==> config.mk <==
export PLATFORM = sky130hd
export DESIGN_NAME = dod_decoder
export DESIGN_NICKNAME = d
export VERILOG_FILES = /design/src/rtl/dod_classify.v /design/src/rtl/dod_decoder.v
export VERILOG_INCLUDE_DIRS = /design/src /design/src/inc
export SDC_FILE = /design/constraint.sdc
export NUM_CORES = 1
export LEC_CHECK = 0
export ABC_AREA = 1
export BUFFER_PORTS_ARGS = -buffer_cell sky130_fd_sc_hd__buf_2
export CORE_MARGIN = 2
export CORE_UTILIZATION = 40
export CTS_CLUSTER_DIAMETER = 60
export DETAILED_ROUTE_END_ITERATION = 8
export GPL_TIMING_DRIVEN = 0
export PLACE_DENSITY = 0.73
export SLEW_MARGIN = 10
export SYNTH_ARGS = -nofsm -noshare
export SYNTH_HDL_FRONTEND = slang
export SYNTH_HIERARCHICAL = 1
export SYNTH_SLANG_ARGS = --single-unit
==> constraint.sdc <==
create_clock -name MCLK -period 2.34 [get_ports MCLK]
set_clock_uncertainty 0.15 [all_clocks]
set_input_delay 0.468 -clock MCLK [delete_from_list [all_inputs] [get_ports MCLK]]
set_output_delay 0.468 -clock MCLK [all_outputs]
set_load 0.02 [all_outputs]
==> src/inc/dod_map.vh <==
// Constants for the instruction operand decoder: opcode groups, field
// positions and the reserved opcodes that the decoder treats specially.
// Assumes inclusion by bare name from the rtl files.
`ifndef DOD_MAP_VH
`define DOD_MAP_VH

// ****************************************
// Word geometry
// ****************************************
`define DOD_WORD_W        24
`define DOD_OPC_MSB       23
`define DOD_OPC_LSB       16
`define DOD_LONG_W        48

// ****************************************
// Opcode groups, taken from opcode bits 7:5
// ****************************************
`define DOD_GRP_CONTROL   3'h0
`define DOD_GRP_W3        3'h1
`define DOD_GRP_FILE      3'h2
`define DOD_GRP_BIT       3'h3
`define DOD_GRP_LITMOV    3'h4
`define DOD_GRP_LITALU    3'h5
`define DOD_GRP_MAC       3'h6
`define DOD_GRP_DSP       3'h7

// ****************************************
// Categories presented to the datapath
// ****************************************
`define DOD_CAT_WORDBYTE  3'h0
`define DOD_CAT_BIT       3'h1
`define DOD_CAT_LITERAL   3'h2
`define DOD_CAT_DSP       3'h3
`define DOD_CAT_CONTROL   3'h4

// ****************************************
// Reserved opcodes
// ****************************************
`define DOD_OPC_NOP       8'h00
`define DOD_OPC_GOTO2     8'h02
`define DOD_OPC_CALL2     8'h03
`define DOD_OPC_DMOVE2    8'h04
`define DOD_OPC_TABLE_RD  8'h0A
`define DOD_OPC_TABLE_WR  8'h0B

// ****************************************
// Operand field positions
// ****************************************
`define DOD_BASE_MSB      15
`define DOD_BASE_LSB      12
`define DOD_FILE_MSB      12
`define DOD_FDEST_BIT     13
`define DOD_TBLMODE_MSB   15
`define DOD_TBLMODE_LSB   14

`endif

==> src/rtl/dod_classify.v <==
// Opcode classifier: maps an 8-bit opcode to its category and flags the
// opcodes that occupy two program words. Purely combinational.
// Assumes a registered consumer in the decoder core.
`timescale 1ns/1ps
`include "dod_map.vh"

module dod_classify (
	input  wire [7:0] OPCODE,
	output reg  [2:0] CATEGORY,
	output wire       TWO_WORD,
	output wire       TABLE_OP
);

	// ****************************************
	// Category mapping
	// ****************************************
	// Group bits pick the category; both DSP groups share one
	always @* begin
		case (OPCODE[7:5])
			`DOD_GRP_W3, `DOD_GRP_FILE:     CATEGORY = `DOD_CAT_WORDBYTE;
			`DOD_GRP_BIT:                   CATEGORY = `DOD_CAT_BIT;
			`DOD_GRP_LITMOV, `DOD_GRP_LITALU: CATEGORY = `DOD_CAT_LITERAL;
			`DOD_GRP_MAC, `DOD_GRP_DSP:     CATEGORY = `DOD_CAT_DSP;
			default:                        CATEGORY = `DOD_CAT_CONTROL;
		endcase
	end

	// Exactly three opcodes span two words
	assign TWO_WORD = (OPCODE == `DOD_OPC_GOTO2) || (OPCODE == `DOD_OPC_CALL2) ||
		(OPCODE == `DOD_OPC_DMOVE2);
	assign TABLE_OP = (OPCODE == `DOD_OPC_TABLE_RD) || (OPCODE == `DOD_OPC_TABLE_WR);

endmodule // dod_classify

==> src/rtl/dod_decoder.v <==
// Instruction operand decoder: splits fetched 24-bit words into opcode
// and operand fields, joins two-word instructions, and presents one
// registered decode per instruction to the execution datapath.
// Assumes the fetch stage is on MCLK and delivers words in program order.
// Function
// - Each single word is 24 bits; top 8 bits form the opcode.
// - Only three opcodes take two words; all others decode from one word.
// - Two-word instructions give 48 bits; lone second word decodes as no-op.
// - Each instruction falls in one of five categories.
// - Three-operand forms give base, second source with mode, destination with mode.
// - File forms give file address and result-to-file or register-zero selector.
// - Bit forms give register or file target, literal or indirect bit position.
// - Literal moves give the literal and its register or file target.
// - Literal arithmetic: base source, literal, separate destination only if different.
// - MAC forms always give accumulator; also multiplier pair, prefetches, write-back.
// - Other DSP forms give accumulator, operand with mode, register or literal shift.
// - Control forms give program address and table access mode.
`timescale 1ns/1ps
`include "dod_map.vh"

module dod_decoder (
	input  wire        MCLK,
	input  wire        RSTN,
	input  wire        INSTR_VALID,
	input  wire [23:0] INSTR_WORD,
	output reg         DEC_VALID,
	output reg  [7:0]  DEC_OPCODE,
	output reg  [2:0]  DEC_CATEGORY,
	output reg         DEC_NOP,
	output reg         DEC_TWO_WORD,
	output reg  [47:0] DEC_LONG_WORD,
	output reg         DEC_BYTE_MODE,
	output reg  [3:0]  BASE_SOURCE_REGISTER,
	output reg  [3:0]  SECOND_SOURCE_REGISTER,
	output reg  [2:0]  SECOND_SOURCE_MODE,
	output reg  [3:0]  DESTINATION_REGISTER,
	output reg  [2:0]  DESTINATION_MODE,
	output reg         DEST_SEPARATE,
	output reg  [12:0] FILE_ADDRESS,
	output reg         DEST_WORKING_REGISTER_ZERO,
	output reg         TARGET_IS_FILE,
	output reg  [3:0]  BIT_POSITION,
	output reg         BIT_INDIRECT,
	output reg  [15:0] LITERAL_VALUE,
	output reg         ACC_SELECT,
	output reg  [3:0]  MUL_REG_FIRST,
	output reg  [3:0]  MUL_REG_SECOND,
	output reg  [1:0]  X_PREFETCH_OP,
	output reg  [1:0]  X_PREFETCH_DEST,
	output reg  [1:0]  Y_PREFETCH_OP,
	output reg  [1:0]  Y_PREFETCH_DEST,
	output reg  [1:0]  ACC_WRITEBACK,
	output reg  [3:0]  SHIFT_AMOUNT_REGISTER,
	output reg  [5:0]  SHIFT_LITERAL,
	output reg         SHIFT_FROM_LITERAL,
	output reg  [22:0] PROGRAM_ADDRESS,
	output reg         TABLE_OP,
	output reg  [1:0]  TABLE_MODE
);

	// ****************************************
	// Helpers
	// ****************************************
	localparam ST_IDLE  = 1'b0;
	localparam ST_WAIT2 = 1'b1;

	// Two-bit short mode widened to the common three-bit mode code
	function [2:0] widen_mode;
		input [1:0] m;
		begin
			widen_mode = {1'b0, m};
		end
	endfunction

	// Multiplier pair code to first and second register, W4..W7 space
	function [7:0] pair_regs;
		input [2:0] p;
		begin
			case (p)
				3'h0:    pair_regs = {4'h4, 4'h5};
				3'h1:    pair_regs = {4'h4, 4'h6};
				3'h2:    pair_regs = {4'h4, 4'h7};
				3'h3:    pair_regs = {4'h5, 4'h6};
				3'h4:    pair_regs = {4'h5, 4'h7};
				3'h5:    pair_regs = {4'h6, 4'h7};
				default: pair_regs = {4'h4, 4'h4};
			endcase
		end
	endfunction

	reg         state;
	reg  [23:0] first_word;
	wire [2:0]  cls_category;
	wire        cls_two_word;
	wire        cls_table;

	// ****************************************
	// Word assembly
	// ****************************************
	// A two-word opcode parks its first word until the second arrives
	wire        is_first  = INSTR_VALID && (state == ST_IDLE) && cls_two_word;
	wire        complete  = INSTR_VALID && !is_first;
	wire [23:0] head      = (state == ST_WAIT2) ? first_word : INSTR_WORD;
	wire [47:0] long_word = {head, INSTR_WORD};
	wire [7:0]  opc       = head[`DOD_OPC_MSB:`DOD_OPC_LSB];
	wire [15:0] op        = head[15:0];

	dod_classify u_classify (
		.OPCODE   (opc),
		.CATEGORY (cls_category),
		.TWO_WORD (cls_two_word),
		.TABLE_OP (cls_table)
	);

	// Sequencer; a lone second word has opcode zero and so never parks
	always @(posedge MCLK) begin
		if (!RSTN) begin
			state      <= ST_IDLE;
			first_word <= 24'h00_0000;
		end else if (is_first) begin
			state      <= ST_WAIT2;
			first_word <= INSTR_WORD;
		end else if (complete) begin
			state      <= ST_IDLE;
		end
	end

	// ****************************************
	// Field extraction
	// ****************************************
	reg [3:0]  next_base;
	reg [3:0]  next_src2;
	reg [2:0]  next_src2_mode;
	reg [3:0]  next_dest;
	reg [2:0]  next_dest_mode;
	reg        next_sep;
	reg [12:0] next_file;
	reg        next_to_zero;
	reg        next_tfile;
	reg [3:0]  next_bitpos;
	reg        next_bitind;
	reg [15:0] next_lit;
	reg        next_acc;
	reg [7:0]  next_pair;
	reg [7:0]  next_pref;
	reg [1:0]  next_awb;
	reg [3:0]  next_shreg;
	reg [5:0]  next_shlit;
	reg        next_shsel;
	reg [22:0] next_paddr;
	reg [1:0]  next_tmode;

	// Every field but the base source defaults to zero so unused ones read as no-op values
	always @* begin
		next_base      = op[`DOD_BASE_MSB:`DOD_BASE_LSB];
		next_src2      = 4'h0;
		next_src2_mode = 3'h0;
		next_dest      = 4'h0;
		next_dest_mode = 3'h0;
		next_sep       = 1'b0;
		next_file      = 13'h0000;
		next_to_zero   = 1'b0;
		next_tfile   = 1'b0;
		next_bitpos  = 4'h0;
		next_bitind  = 1'b0;
		next_lit     = 16'h0000;
		next_acc     = 1'b0;
		next_pair    = 8'h00;
		next_pref    = 8'h00;
		next_awb     = 2'h0;
		next_shreg   = 4'h0;
		next_shlit   = 6'h00;
		next_shsel   = 1'b0;
		next_paddr   = 23'h00_0000;
		next_tmode   = 2'h0;
		case (opc[7:5])
			`DOD_GRP_W3: begin
				next_dest      = op[11:8];
				next_dest_mode = widen_mode(op[7:6]);
				next_src2      = op[5:2];
				next_src2_mode = widen_mode(op[1:0]);
				next_sep     = 1'b1;
			end
			`DOD_GRP_FILE: begin
				next_file  = op[`DOD_FILE_MSB:0];
				next_to_zero = !op[`DOD_FDEST_BIT];
			end
			`DOD_GRP_BIT: begin
				// Opcode bit 0 picks file target, bit 1 indirect position
				next_tfile  = opc[0];
				next_bitind = opc[1];
				next_bitpos = opc[1] ? 4'h0 : op[15:12];
				next_file   = opc[0] ? {1'b0, op[11:0]} : 13'h0000;
				next_src2      = opc[0] ? 4'h0 : op[3:0];
				next_src2_mode = opc[0] ? 3'h0 : op[6:4];
			end
			`DOD_GRP_LITMOV: begin
				// The third two-word opcode lives in control; here single-word only
				next_tfile = opc[0];
				next_lit   = opc[0] ? {8'h00, op[15:8]} : {4'h0, op[15:4]};
				next_base  = opc[0] ? 4'h0 : op[3:0];
				next_file  = opc[0] ? {5'h00, op[7:0]} : 13'h0000;
			end
			`DOD_GRP_LITALU: begin
				next_lit = {11'h000, op[11:7]};
				next_sep = op[6];
				// Destination defaults to the first source when not separate
				next_dest      = op[6] ? op[5:2] : op[15:12];
				next_dest_mode = op[6] ? widen_mode(op[1:0]) : 3'h0;
			end
			`DOD_GRP_MAC: begin
				next_base = 4'h0;
				next_acc  = op[15];
				next_pair = pair_regs(op[14:12]);
				next_pref = op[11:4];
				next_awb  = opc[1:0];
			end
			`DOD_GRP_DSP: begin
				next_base      = 4'h0;
				next_acc       = op[15];
				next_shsel     = op[14];
				next_shlit     = op[14] ? op[13:8] : 6'h00;
				next_shreg     = op[14] ? 4'h0 : op[11:8];
				next_src2      = op[3:0];
				next_src2_mode = op[6:4];
			end
			default: begin
				next_base = 4'h0;
				// Two-word address forms join both halves, bit 0 forced low
				if (opc == `DOD_OPC_GOTO2 || opc == `DOD_OPC_CALL2)
					next_paddr = {long_word[6:0], op[15:1], 1'b0};
				else if (opc == `DOD_OPC_DMOVE2) begin
					next_lit  = long_word[15:0];
					next_file = op[12:0];
				end else if (cls_table)
					next_tmode = op[`DOD_TBLMODE_MSB:`DOD_TBLMODE_LSB];
				else if (opc != `DOD_OPC_NOP)
					next_paddr = {7'h00, op};
			end
		endcase
	end

	// ****************************************
	// Output register
	// ****************************************
	// All fields load together with the opcode; reset leaves a no-op
	always @(posedge MCLK) begin
		if (!RSTN) begin
			DEC_VALID                  <= 1'b0;
			DEC_OPCODE                 <= `DOD_OPC_NOP;
			DEC_CATEGORY               <= `DOD_CAT_CONTROL;
			DEC_NOP                    <= 1'b1;
			DEC_TWO_WORD               <= 1'b0;
			DEC_LONG_WORD              <= 48'h0000_0000_0000;
			DEC_BYTE_MODE              <= 1'b0;
			BASE_SOURCE_REGISTER       <= 4'h0;
			SECOND_SOURCE_REGISTER     <= 4'h0;
			SECOND_SOURCE_MODE         <= 3'h0;
			DESTINATION_REGISTER       <= 4'h0;
			DESTINATION_MODE           <= 3'h0;
			DEST_SEPARATE              <= 1'b0;
			FILE_ADDRESS               <= 13'h0000;
			DEST_WORKING_REGISTER_ZERO <= 1'b0;
			TARGET_IS_FILE             <= 1'b0;
			BIT_POSITION               <= 4'h0;
			BIT_INDIRECT               <= 1'b0;
			LITERAL_VALUE              <= 16'h0000;
			ACC_SELECT                 <= 1'b0;
			MUL_REG_FIRST              <= 4'h0;
			MUL_REG_SECOND             <= 4'h0;
			{X_PREFETCH_OP, X_PREFETCH_DEST} <= 4'h0;
			{Y_PREFETCH_OP, Y_PREFETCH_DEST} <= 4'h0;
			ACC_WRITEBACK              <= 2'h0;
			SHIFT_AMOUNT_REGISTER      <= 4'h0;
			SHIFT_LITERAL              <= 6'h00;
			SHIFT_FROM_LITERAL         <= 1'b0;
			PROGRAM_ADDRESS            <= 23'h00_0000;
			TABLE_OP                   <= 1'b0;
			TABLE_MODE                 <= 2'h0;
		end else begin
			DEC_VALID <= complete;
			if (complete) begin
				DEC_OPCODE                 <= opc;
				DEC_CATEGORY               <= cls_category;
				DEC_NOP                    <= (opc == `DOD_OPC_NOP);
				DEC_TWO_WORD               <= (state == ST_WAIT2);
				DEC_LONG_WORD              <= (state == ST_WAIT2) ? long_word :
					{24'h00_0000, INSTR_WORD};
				DEC_BYTE_MODE              <= (opc[7:5] == `DOD_GRP_W3 ||
					opc[7:5] == `DOD_GRP_FILE) ? opc[0] : 1'b0;
				BASE_SOURCE_REGISTER       <= next_base;
				SECOND_SOURCE_REGISTER     <= next_src2;
				SECOND_SOURCE_MODE         <= next_src2_mode;
				DESTINATION_REGISTER       <= next_dest;
				DESTINATION_MODE           <= next_dest_mode;
				DEST_SEPARATE              <= next_sep;
				FILE_ADDRESS               <= next_file;
				DEST_WORKING_REGISTER_ZERO <= next_to_zero;
				TARGET_IS_FILE             <= next_tfile;
				BIT_POSITION               <= next_bitpos;
				BIT_INDIRECT               <= next_bitind;
				LITERAL_VALUE              <= next_lit;
				ACC_SELECT                 <= next_acc;
				MUL_REG_FIRST              <= next_pair[7:4];
				MUL_REG_SECOND             <= next_pair[3:0];
				{X_PREFETCH_OP, X_PREFETCH_DEST} <= next_pref[7:4];
				{Y_PREFETCH_OP, Y_PREFETCH_DEST} <= next_pref[3:0];
				ACC_WRITEBACK              <= next_awb;
				SHIFT_AMOUNT_REGISTER      <= next_shreg;
				SHIFT_LITERAL              <= next_shlit;
				SHIFT_FROM_LITERAL         <= next_shsel;
				PROGRAM_ADDRESS            <= next_paddr;
				TABLE_OP                   <= cls_table;
				TABLE_MODE                 <= next_tmode;
			end
		end
	end

endmodule // dod_decoder

Word level (Yosys, flattened, before mapping)
Index checks and enable logic that the tools add are counted.
W data, S select, Z words.
- flip-flop bits (word level): 199
- latch bits: 0
- memory bits (writable): 0
- bits in read-only memories: 0
- input bits: 27
- word-level logic and storage cells: 123
- memories: 0
- $add $sub $neg: 0
- multipliers: 0
- divide/modulo/power cells: 0
- $lt $le $gt $ge: 0
- equality and inequality tests: 17
- shifts and indexed selects: 0
- mux-type cells: 49
- bitwise gates (word level): 1
- reductions and logical operators: 21
- operators with widths (operator ; number):
    $mux W16 ; 5
    $pmux W13 S4 ; 1
    $mux W48 ; 1
    $pmux W16 S3 ; 1
    $mux W23 ; 2
    $pmux W6 S6 ; 1
    $mux W13 ; 2
    $mux W12 ; 2
    $mux W24 ; 1
    $mux W4 ; 6
    $eq A3 B3 Y1 const B ; 6
    $eq A8 B2 Y1 const B ; 2
    $eq A8 B4 Y1 const B ; 2
    $mux W8 ; 2
    $pmux W4 S2 ; 2
    $eq A3 B2 Y1 const B ; 4
    $mux W2 ; 6
    $mux W6 ; 2
    $pmux W3 S4 ; 1
    $pmux W4 S3 ; 1
    $pmux W3 S3 ; 1
    $eq A8 B3 Y1 const B ; 1
    $logic_not A8 Y1 ; 1
    $mux W1 ; 8
    other kinds (16) ; 27

Logic depth before layout (Yosys ltp)
- depth after elaboration: 9
- mapped depth: 21
- mapped depth without buffers: 18

Hierarchy
The synthesis kept the hierarchy.
- modules (own cells, without submodules) (module ; times used ; cells each ; area an instance (um2) ; seq. area each (um2)):
    dod_decoder ; 1 ; 1105 ; 8192.9 ; 3903.7
    dod_classify ; 1 ; 16 ; 70.1 ; 0.0

Least setup slack after synthesis
OpenSTA, ideal clock, no wires.
- path kind: register -> register
- from: register state
- to: register DESTINATION_REGISTER[1]
- setup time: 71 ps
- arrival: 2180 ps
- data required time: 2119 ps
- slack: -60 ps
- cell stages (with the launch flop): 15
- path buffers: 5
- cell sequence: dfxtp_1 -> buf_6 -> buf_6 -> o21ai_2 -> buf_4 -> a21oi_1 -> nand2_1 -> nor2_1 -> nand2_2 -> nor2_4 -> nor2_2 -> buf_2 -> clkbuf_1 -> nand2_1 -> a21oi_1
- cells in the longest elaborated chain, start to end: 7
- elaborated cells on any way between the ends: 15
- those cells by class: 5 x eq/ne; 3 x mux; 1 x bitwise; 6 x reduce/logical
- RTL lines (what ; line ; text):
    from (decl) ; dod_decoder.v:91 ; reg state;
    from (signal assigned) ; dod_decoder.v:118 ; state <= ST_IDLE;
    from (signal assigned) ; dod_decoder.v:121 ; state <= ST_WAIT2;
    from (signal assigned) ; dod_decoder.v:124 ; state <= ST_IDLE;
    $mux W24 * ; dod_decoder.v:103 ; wire [23:0] head = (state == ST_WAIT2) ? first_word : INSTR_WORD;
    via head[16] ; dod_decoder.v:103 ;
    $eq A8 B2 Y1 (no line) ; -- ;
    $logic_or A1 B1 Y1 ; dod_classify.v:29 ; assign TWO_WORD = (OPCODE == `DOD_OPC_GOTO2) || (OPCODE == `DOD_OPC_CALL2) ||
    $logic_or A1 B1 Y1 * ; dod_classify.v:29 ;
    via cls_two_word ; dod_decoder.v:94 ; wire cls_two_word;
    $logic_and A1 B1 Y1 * ; dod_decoder.v:101 ; wire is_first = INSTR_VALID && (state == ST_IDLE) && cls_two_word;
    $logic_not A1 Y1 * ; dod_decoder.v:102 ; wire complete = INSTR_VALID && !is_first;
    $logic_and A1 B1 Y1 * ; dod_decoder.v:102 ;
    to (signal assigned) ; dod_decoder.v:294 ; DESTINATION_REGISTER <= next_dest;
    to (decl) ; dod_decoder.v:36 ; output reg [3:0] DESTINATION_REGISTER,
The timed path passes the listed nets; every way through them passes the cells marked *.
A chain may end at the register's enable or synchronous reset.

Worst setup path after layout
- from: register state
- to: register PROGRAM_ADDRESS[0]
- cells in the longest elaborated chain, start to end: 7
- elaborated cells on any way between the ends: 28
- those cells by class: 12 x eq/ne; 6 x mux; 1 x bitwise; 9 x reduce/logical
- RTL lines (what ; line ; text):
    $mux W24 * ; dod_decoder.v:103 ;
    via head[23] ; dod_decoder.v:103 ;
    $eq A8 B2 Y1 (no line) ; -- ;
    $logic_or A1 B1 Y1 ; dod_classify.v:29 ;
    $logic_or A1 B1 Y1 * ; dod_classify.v:29 ;
    via cls_two_word ; dod_decoder.v:94 ;
    $logic_and A1 B1 Y1 * ; dod_decoder.v:101 ;
    $logic_not A1 Y1 * ; dod_decoder.v:102 ;
    $logic_and A1 B1 Y1 * ; dod_decoder.v:102 ;
    to (signal assigned) ; dod_decoder.v:312 ; PROGRAM_ADDRESS <= next_paddr;
    to (decl) ; dod_decoder.v:56 ; output reg [22:0] PROGRAM_ADDRESS,
Marked as above.

==> results list <==
* Slew at the pin with the worst max-slew slack: around 1000 ps
- For this run, the slowest stage of the critical path takes around 450 ps.
- Post-route DRC: 0
* Post-synthesis area per instance: 7.37 µm²
* Cell mode on critical path: sky130_fd_sc_hd__nor2_4
* Global-route wire length before repair: between 40000 and 50000 µm
- Vias: approximately 8700
- Of the available clock period, the critical path in the final layout requires 1.09.
* RSZ-0062 raised after global routing: true
- Yosys mapped a number of flops with a built-in enable equal to 0.
- The synthesized design spends more area on one cell type than any other, namely sky130_fd_sc_hd__dfxtp_1.
- Routability-driven placement finished with a final weighted congestion of ~0.96.
- Of the cells placed in the final design, the portion with a size suffix greater than 1 is 0.318.
- Maximum number of pins on one net before global-route repair: 19
- Yosys printed 6 warnings.
* Via density: 5.27
- Setup crit end kind: register
* Clock Sinks: just under 200
- For this run, the leading register cell type out of synthesis is sky130_fd_sc_hd__dfxtp_1.
- Wire length reported by the detailed router: slightly above 30000 µm
* Antenna cell count: 0
- The checks that failed: setup timing.
* Critical path's slowest cell: sky130_fd_sc_hd__dfxtp_4
- In the post-synthesis netlist, the biggest area contributors are sky130_fd_sc_hd__dfxtp_1, sky130_fd_sc_hd__nand2_1, sky130_fd_sc_hd__a21oi_1.
- Pin placement for this block handled between 200 and 250 I/O pins.
* Post-synth top area share: 0.472
- Commonest cells in the netlist: sky130_fd_sc_hd__nand2_1, sky130_fd_sc_hd__dfxtp_1, sky130_fd_sc_hd__a21oi_1
- Worst Setup SP: state
- Placed cell area: about 9600 µm²
* Input/output buffers: 196
- The count of nets left with antenna violations once routing finished came out at 0.
- For this run, the total global-route usage over all layers was measured as 0.270.
* Cell row count: 52
* Number of fillers in the final layout: ~1900
- The final max-slew violation count came to 0.
- Initial antenna violation count: 0
- In the final layout, the multi-input gates occupy 4000 µm².
- The worst setup path is launched from a register.
- For the finished layout, the period the worst path requires is approximately 2600 ps.
- Die footprint: approximately 22000 µm²
- The most common cell in the synthesized netlist is sky130_fd_sc_hd__nand2_1.
* Final setup slack of the worst path: -217 ps
- In this run the critical register-to-register path is launched from state.
- The initial utilization of the core area, before any placement, comes to 0.408.
- Via count of the first global-routing pass: 7992
- TritonCTS clock tree: yes
- Register area: about 3900 µm²
* Worst min-delay path class: in -> reg
- Worst skew pair latency: 460 ps
* Sequential element share of the synthesized area: 0.472
- Netlist cell types: 36
* Worst ir drop on vdd: approximately 0.55 mV
* Run status: complete, but fails checks
- Number of levels the H-tree was split into: 4
* Post-detailed-route wirelength per cell: 18.5 µm
- The analysis attributes to cell leakage a power of 0.00495 µW.
- TritonRoute pass-1 iters: 6
* Area of the mapped netlist: between 8000 and 9000 µm²
- After technology mapping, the gate count stands at approximately 1100.
* Final core utilization: 0.548
- Post-CTS clock slew at the launch and capture registers of the worst setup and hold paths: ~70 ps
- In the synthesized netlist the async set-or-reset flop fraction comes to 0.
- Largest driver fanout on the critical path: 8
* Net count reported at finish: between 1000 and 1500
- Worst slack on hold paths: between 150 and 200 ps
- Across the run, the number of max-cap violations was 0.
- GRT overflow: 0
- By startpoint and endpoint, the worst setup path is classified as reg -> reg.
* Layout overhead on the synthesized area: 34.3%
- The core region is between 20000 and 25000 µm².
- Final setup fails: around 170
* Maximum clock rate: 391 MHz
* Final hold violation count: 0
- STA puts the critical path data required time at about 2500 ps.
- Clock tree synthesis selected as its root buffer the cell sky130_fd_sc_hd__clkbuf_16.
- Chip height: approximately 150 µm
- The signal on the critical path passes through buf_8 > nor2_2 > nor2_4 > inv_4 > nor2_4 > nand3b_1 > nor2_1 > nand2_2 > nor2_4 > inv_4 > nand2_8 > buf_8 > buf_12 > nor2_4 > nand3_2 > nor2_2 > nand3_2 > a21oi_2.
* Clock tree buffer depth: 2
- Slew Limit Headroom: 0.294
- Power per cell area: 691 nW/µm²
* Num CTS Buffers: 17
- Final HPWL DP: approximately 22000 µm
- Startpoint of the lowest-slack hold path: INSTR_WORD[19]
- Die boundary width: 148 µm
- With fillers left out, the area of the finished cells amounts to between 10000 and 15000 µm².
- Number of synthesized register bits: 195
- Count of routing violations after the opening detailed-route iteration: approximately 850
- At the worst endpoint, the arrival time is roughly 2700 ps.
[placed cells by master (no fill, tap or decap), types with 5 or more instances in the layout]
master,instances
sky130_fd_sc_hd__nand2_1,288
sky130_fd_sc_hd__buf_2,202
sky130_fd_sc_hd__dfxtp_1,194
sky130_fd_sc_hd__a21oi_1,144
sky130_fd_sc_hd__nor2_1,83
sky130_fd_sc_hd__o21ai_0,71
sky130_fd_sc_hd__nand3_1,45
sky130_fd_sc_hd__buf_4,44
sky130_fd_sc_hd__inv_1,44
sky130_fd_sc_hd__nand2_2,28
sky130_fd_sc_hd__clkbuf_1,27
sky130_fd_sc_hd__a21oi_2,21
sky130_fd_sc_hd__clkbuf_16,19
sky130_fd_sc_hd__buf_6,17
sky130_fd_sc_hd__o21ai_1,16
sky130_fd_sc_hd__nor2_4,16
sky130_fd_sc_hd__nor2_2,13
sky130_fd_sc_hd__inv_2,11
sky130_fd_sc_hd__nor3_2,10
sky130_fd_sc_hd__nand3_2,9
sky130_fd_sc_hd__a31oi_1,7
sky130_fd_sc_hd__o22ai_1,6
sky130_fd_sc_hd__buf_12,5
sky130_fd_sc_hd__buf_8,5
[what timing repair did]
action / 4_1_cts / 5_1_grt
hold buffers: 0 / 0
gates cloned: 4 / 3
setup endpoints to repair: 195 / 194
gates resized for setup: 86 / 76
pin swaps: 15 / 22
setup buffers: 17 / 16
[metrics by stage]
step	power (µW)	setup TNS (ps)	setup WS, ps	std cells
floorplan	4020	0	0.502	1123
finish	7670	-21400	-217	1659
global route	7860	-37300	-294	1659
detailed placement	4330	-113310	-796	1589
CTS	7580	-16120	-173	1642
global placement	4320	-112750	-809	1589
[state kept, by name, summed over array words and instances, names as in the netlist, 3 cells and up]
signal,flops
SECOND_SOURCE_MODE,3
DEC_OPCODE,8
MUL_REG_SECOND,3
PROGRAM_ADDRESS,23
LITERAL_VALUE,16
FILE_ADDRESS,13
BASE_SOURCE_REGISTER,4
SHIFT_AMOUNT_REGISTER,4
SHIFT_LITERAL,6
DESTINATION_REGISTER,4
DEC_CATEGORY,3
first_word,24
DEC_LONG_WORD,48
SECOND_SOURCE_REGISTER,4
BIT_POSITION,4
[path summary, 6_finish.rpt]
check | to | slack (ps) | cells past startpoint
worst max-delay path | PROGRAM_ADDRESS[0] | -220 | 18
worst min-delay path | DEC_LONG_WORD[19] | 150 | 3
worst max register to register | PROGRAM_ADDRESS[0] | -220 | 18
worst min register to register | DEC_LONG_WORD[24] | 310 | 2
[report_power, final]
| part | switching (µW) | internal, µW |
|---|---|---|
| Sequential | 47.3 | 3400 |
| Combinational | 659 | 309 |
| Clock | 1430 | 1820 |
| Total | 2130 | 5540 |
[worst max-delay path: cells and delay by family, from the launching register on]
kind | cells | cell delay (ps)
compound gates | 1 | 60
buf+inv | 5 | 520
flops | 1 | 450
simple gates | 12 | 1270
[logic make-up (layout without fill, tap and decap cells)]
kind of cell    count (synthesis)  count (layout)  share of synthesized area
compound gates                281             281                      0.183
fa+ha+maj                       2               2                    0.00303
buf+inv                       137             402                     0.0765
flops                         195             195                      0.472
other cells                     1               3                   0.000454
simple gates                  505             506                      0.264
[area by class of cell]
class                   instances  area share
plain buffers                  78      0.0538
clock buffers                  17      0.0383
clock inverters                15      0.0196
inverters                      58      0.0203
multi-input cells             792       0.360
flip-flops and latches        195       0.352
well taps                     270      0.0304
repair buffers                234       0.125
[metal layers]
metal | track usage | routed length, µm
met3 | 0.0630 | 2590
met2 | 0.432 | 14200
met5 | 0 | 0
met4 | 0.103 | 1100
met1 | 0.354 | 12800
No activity file was read; power rests on OpenSTA's default activity.
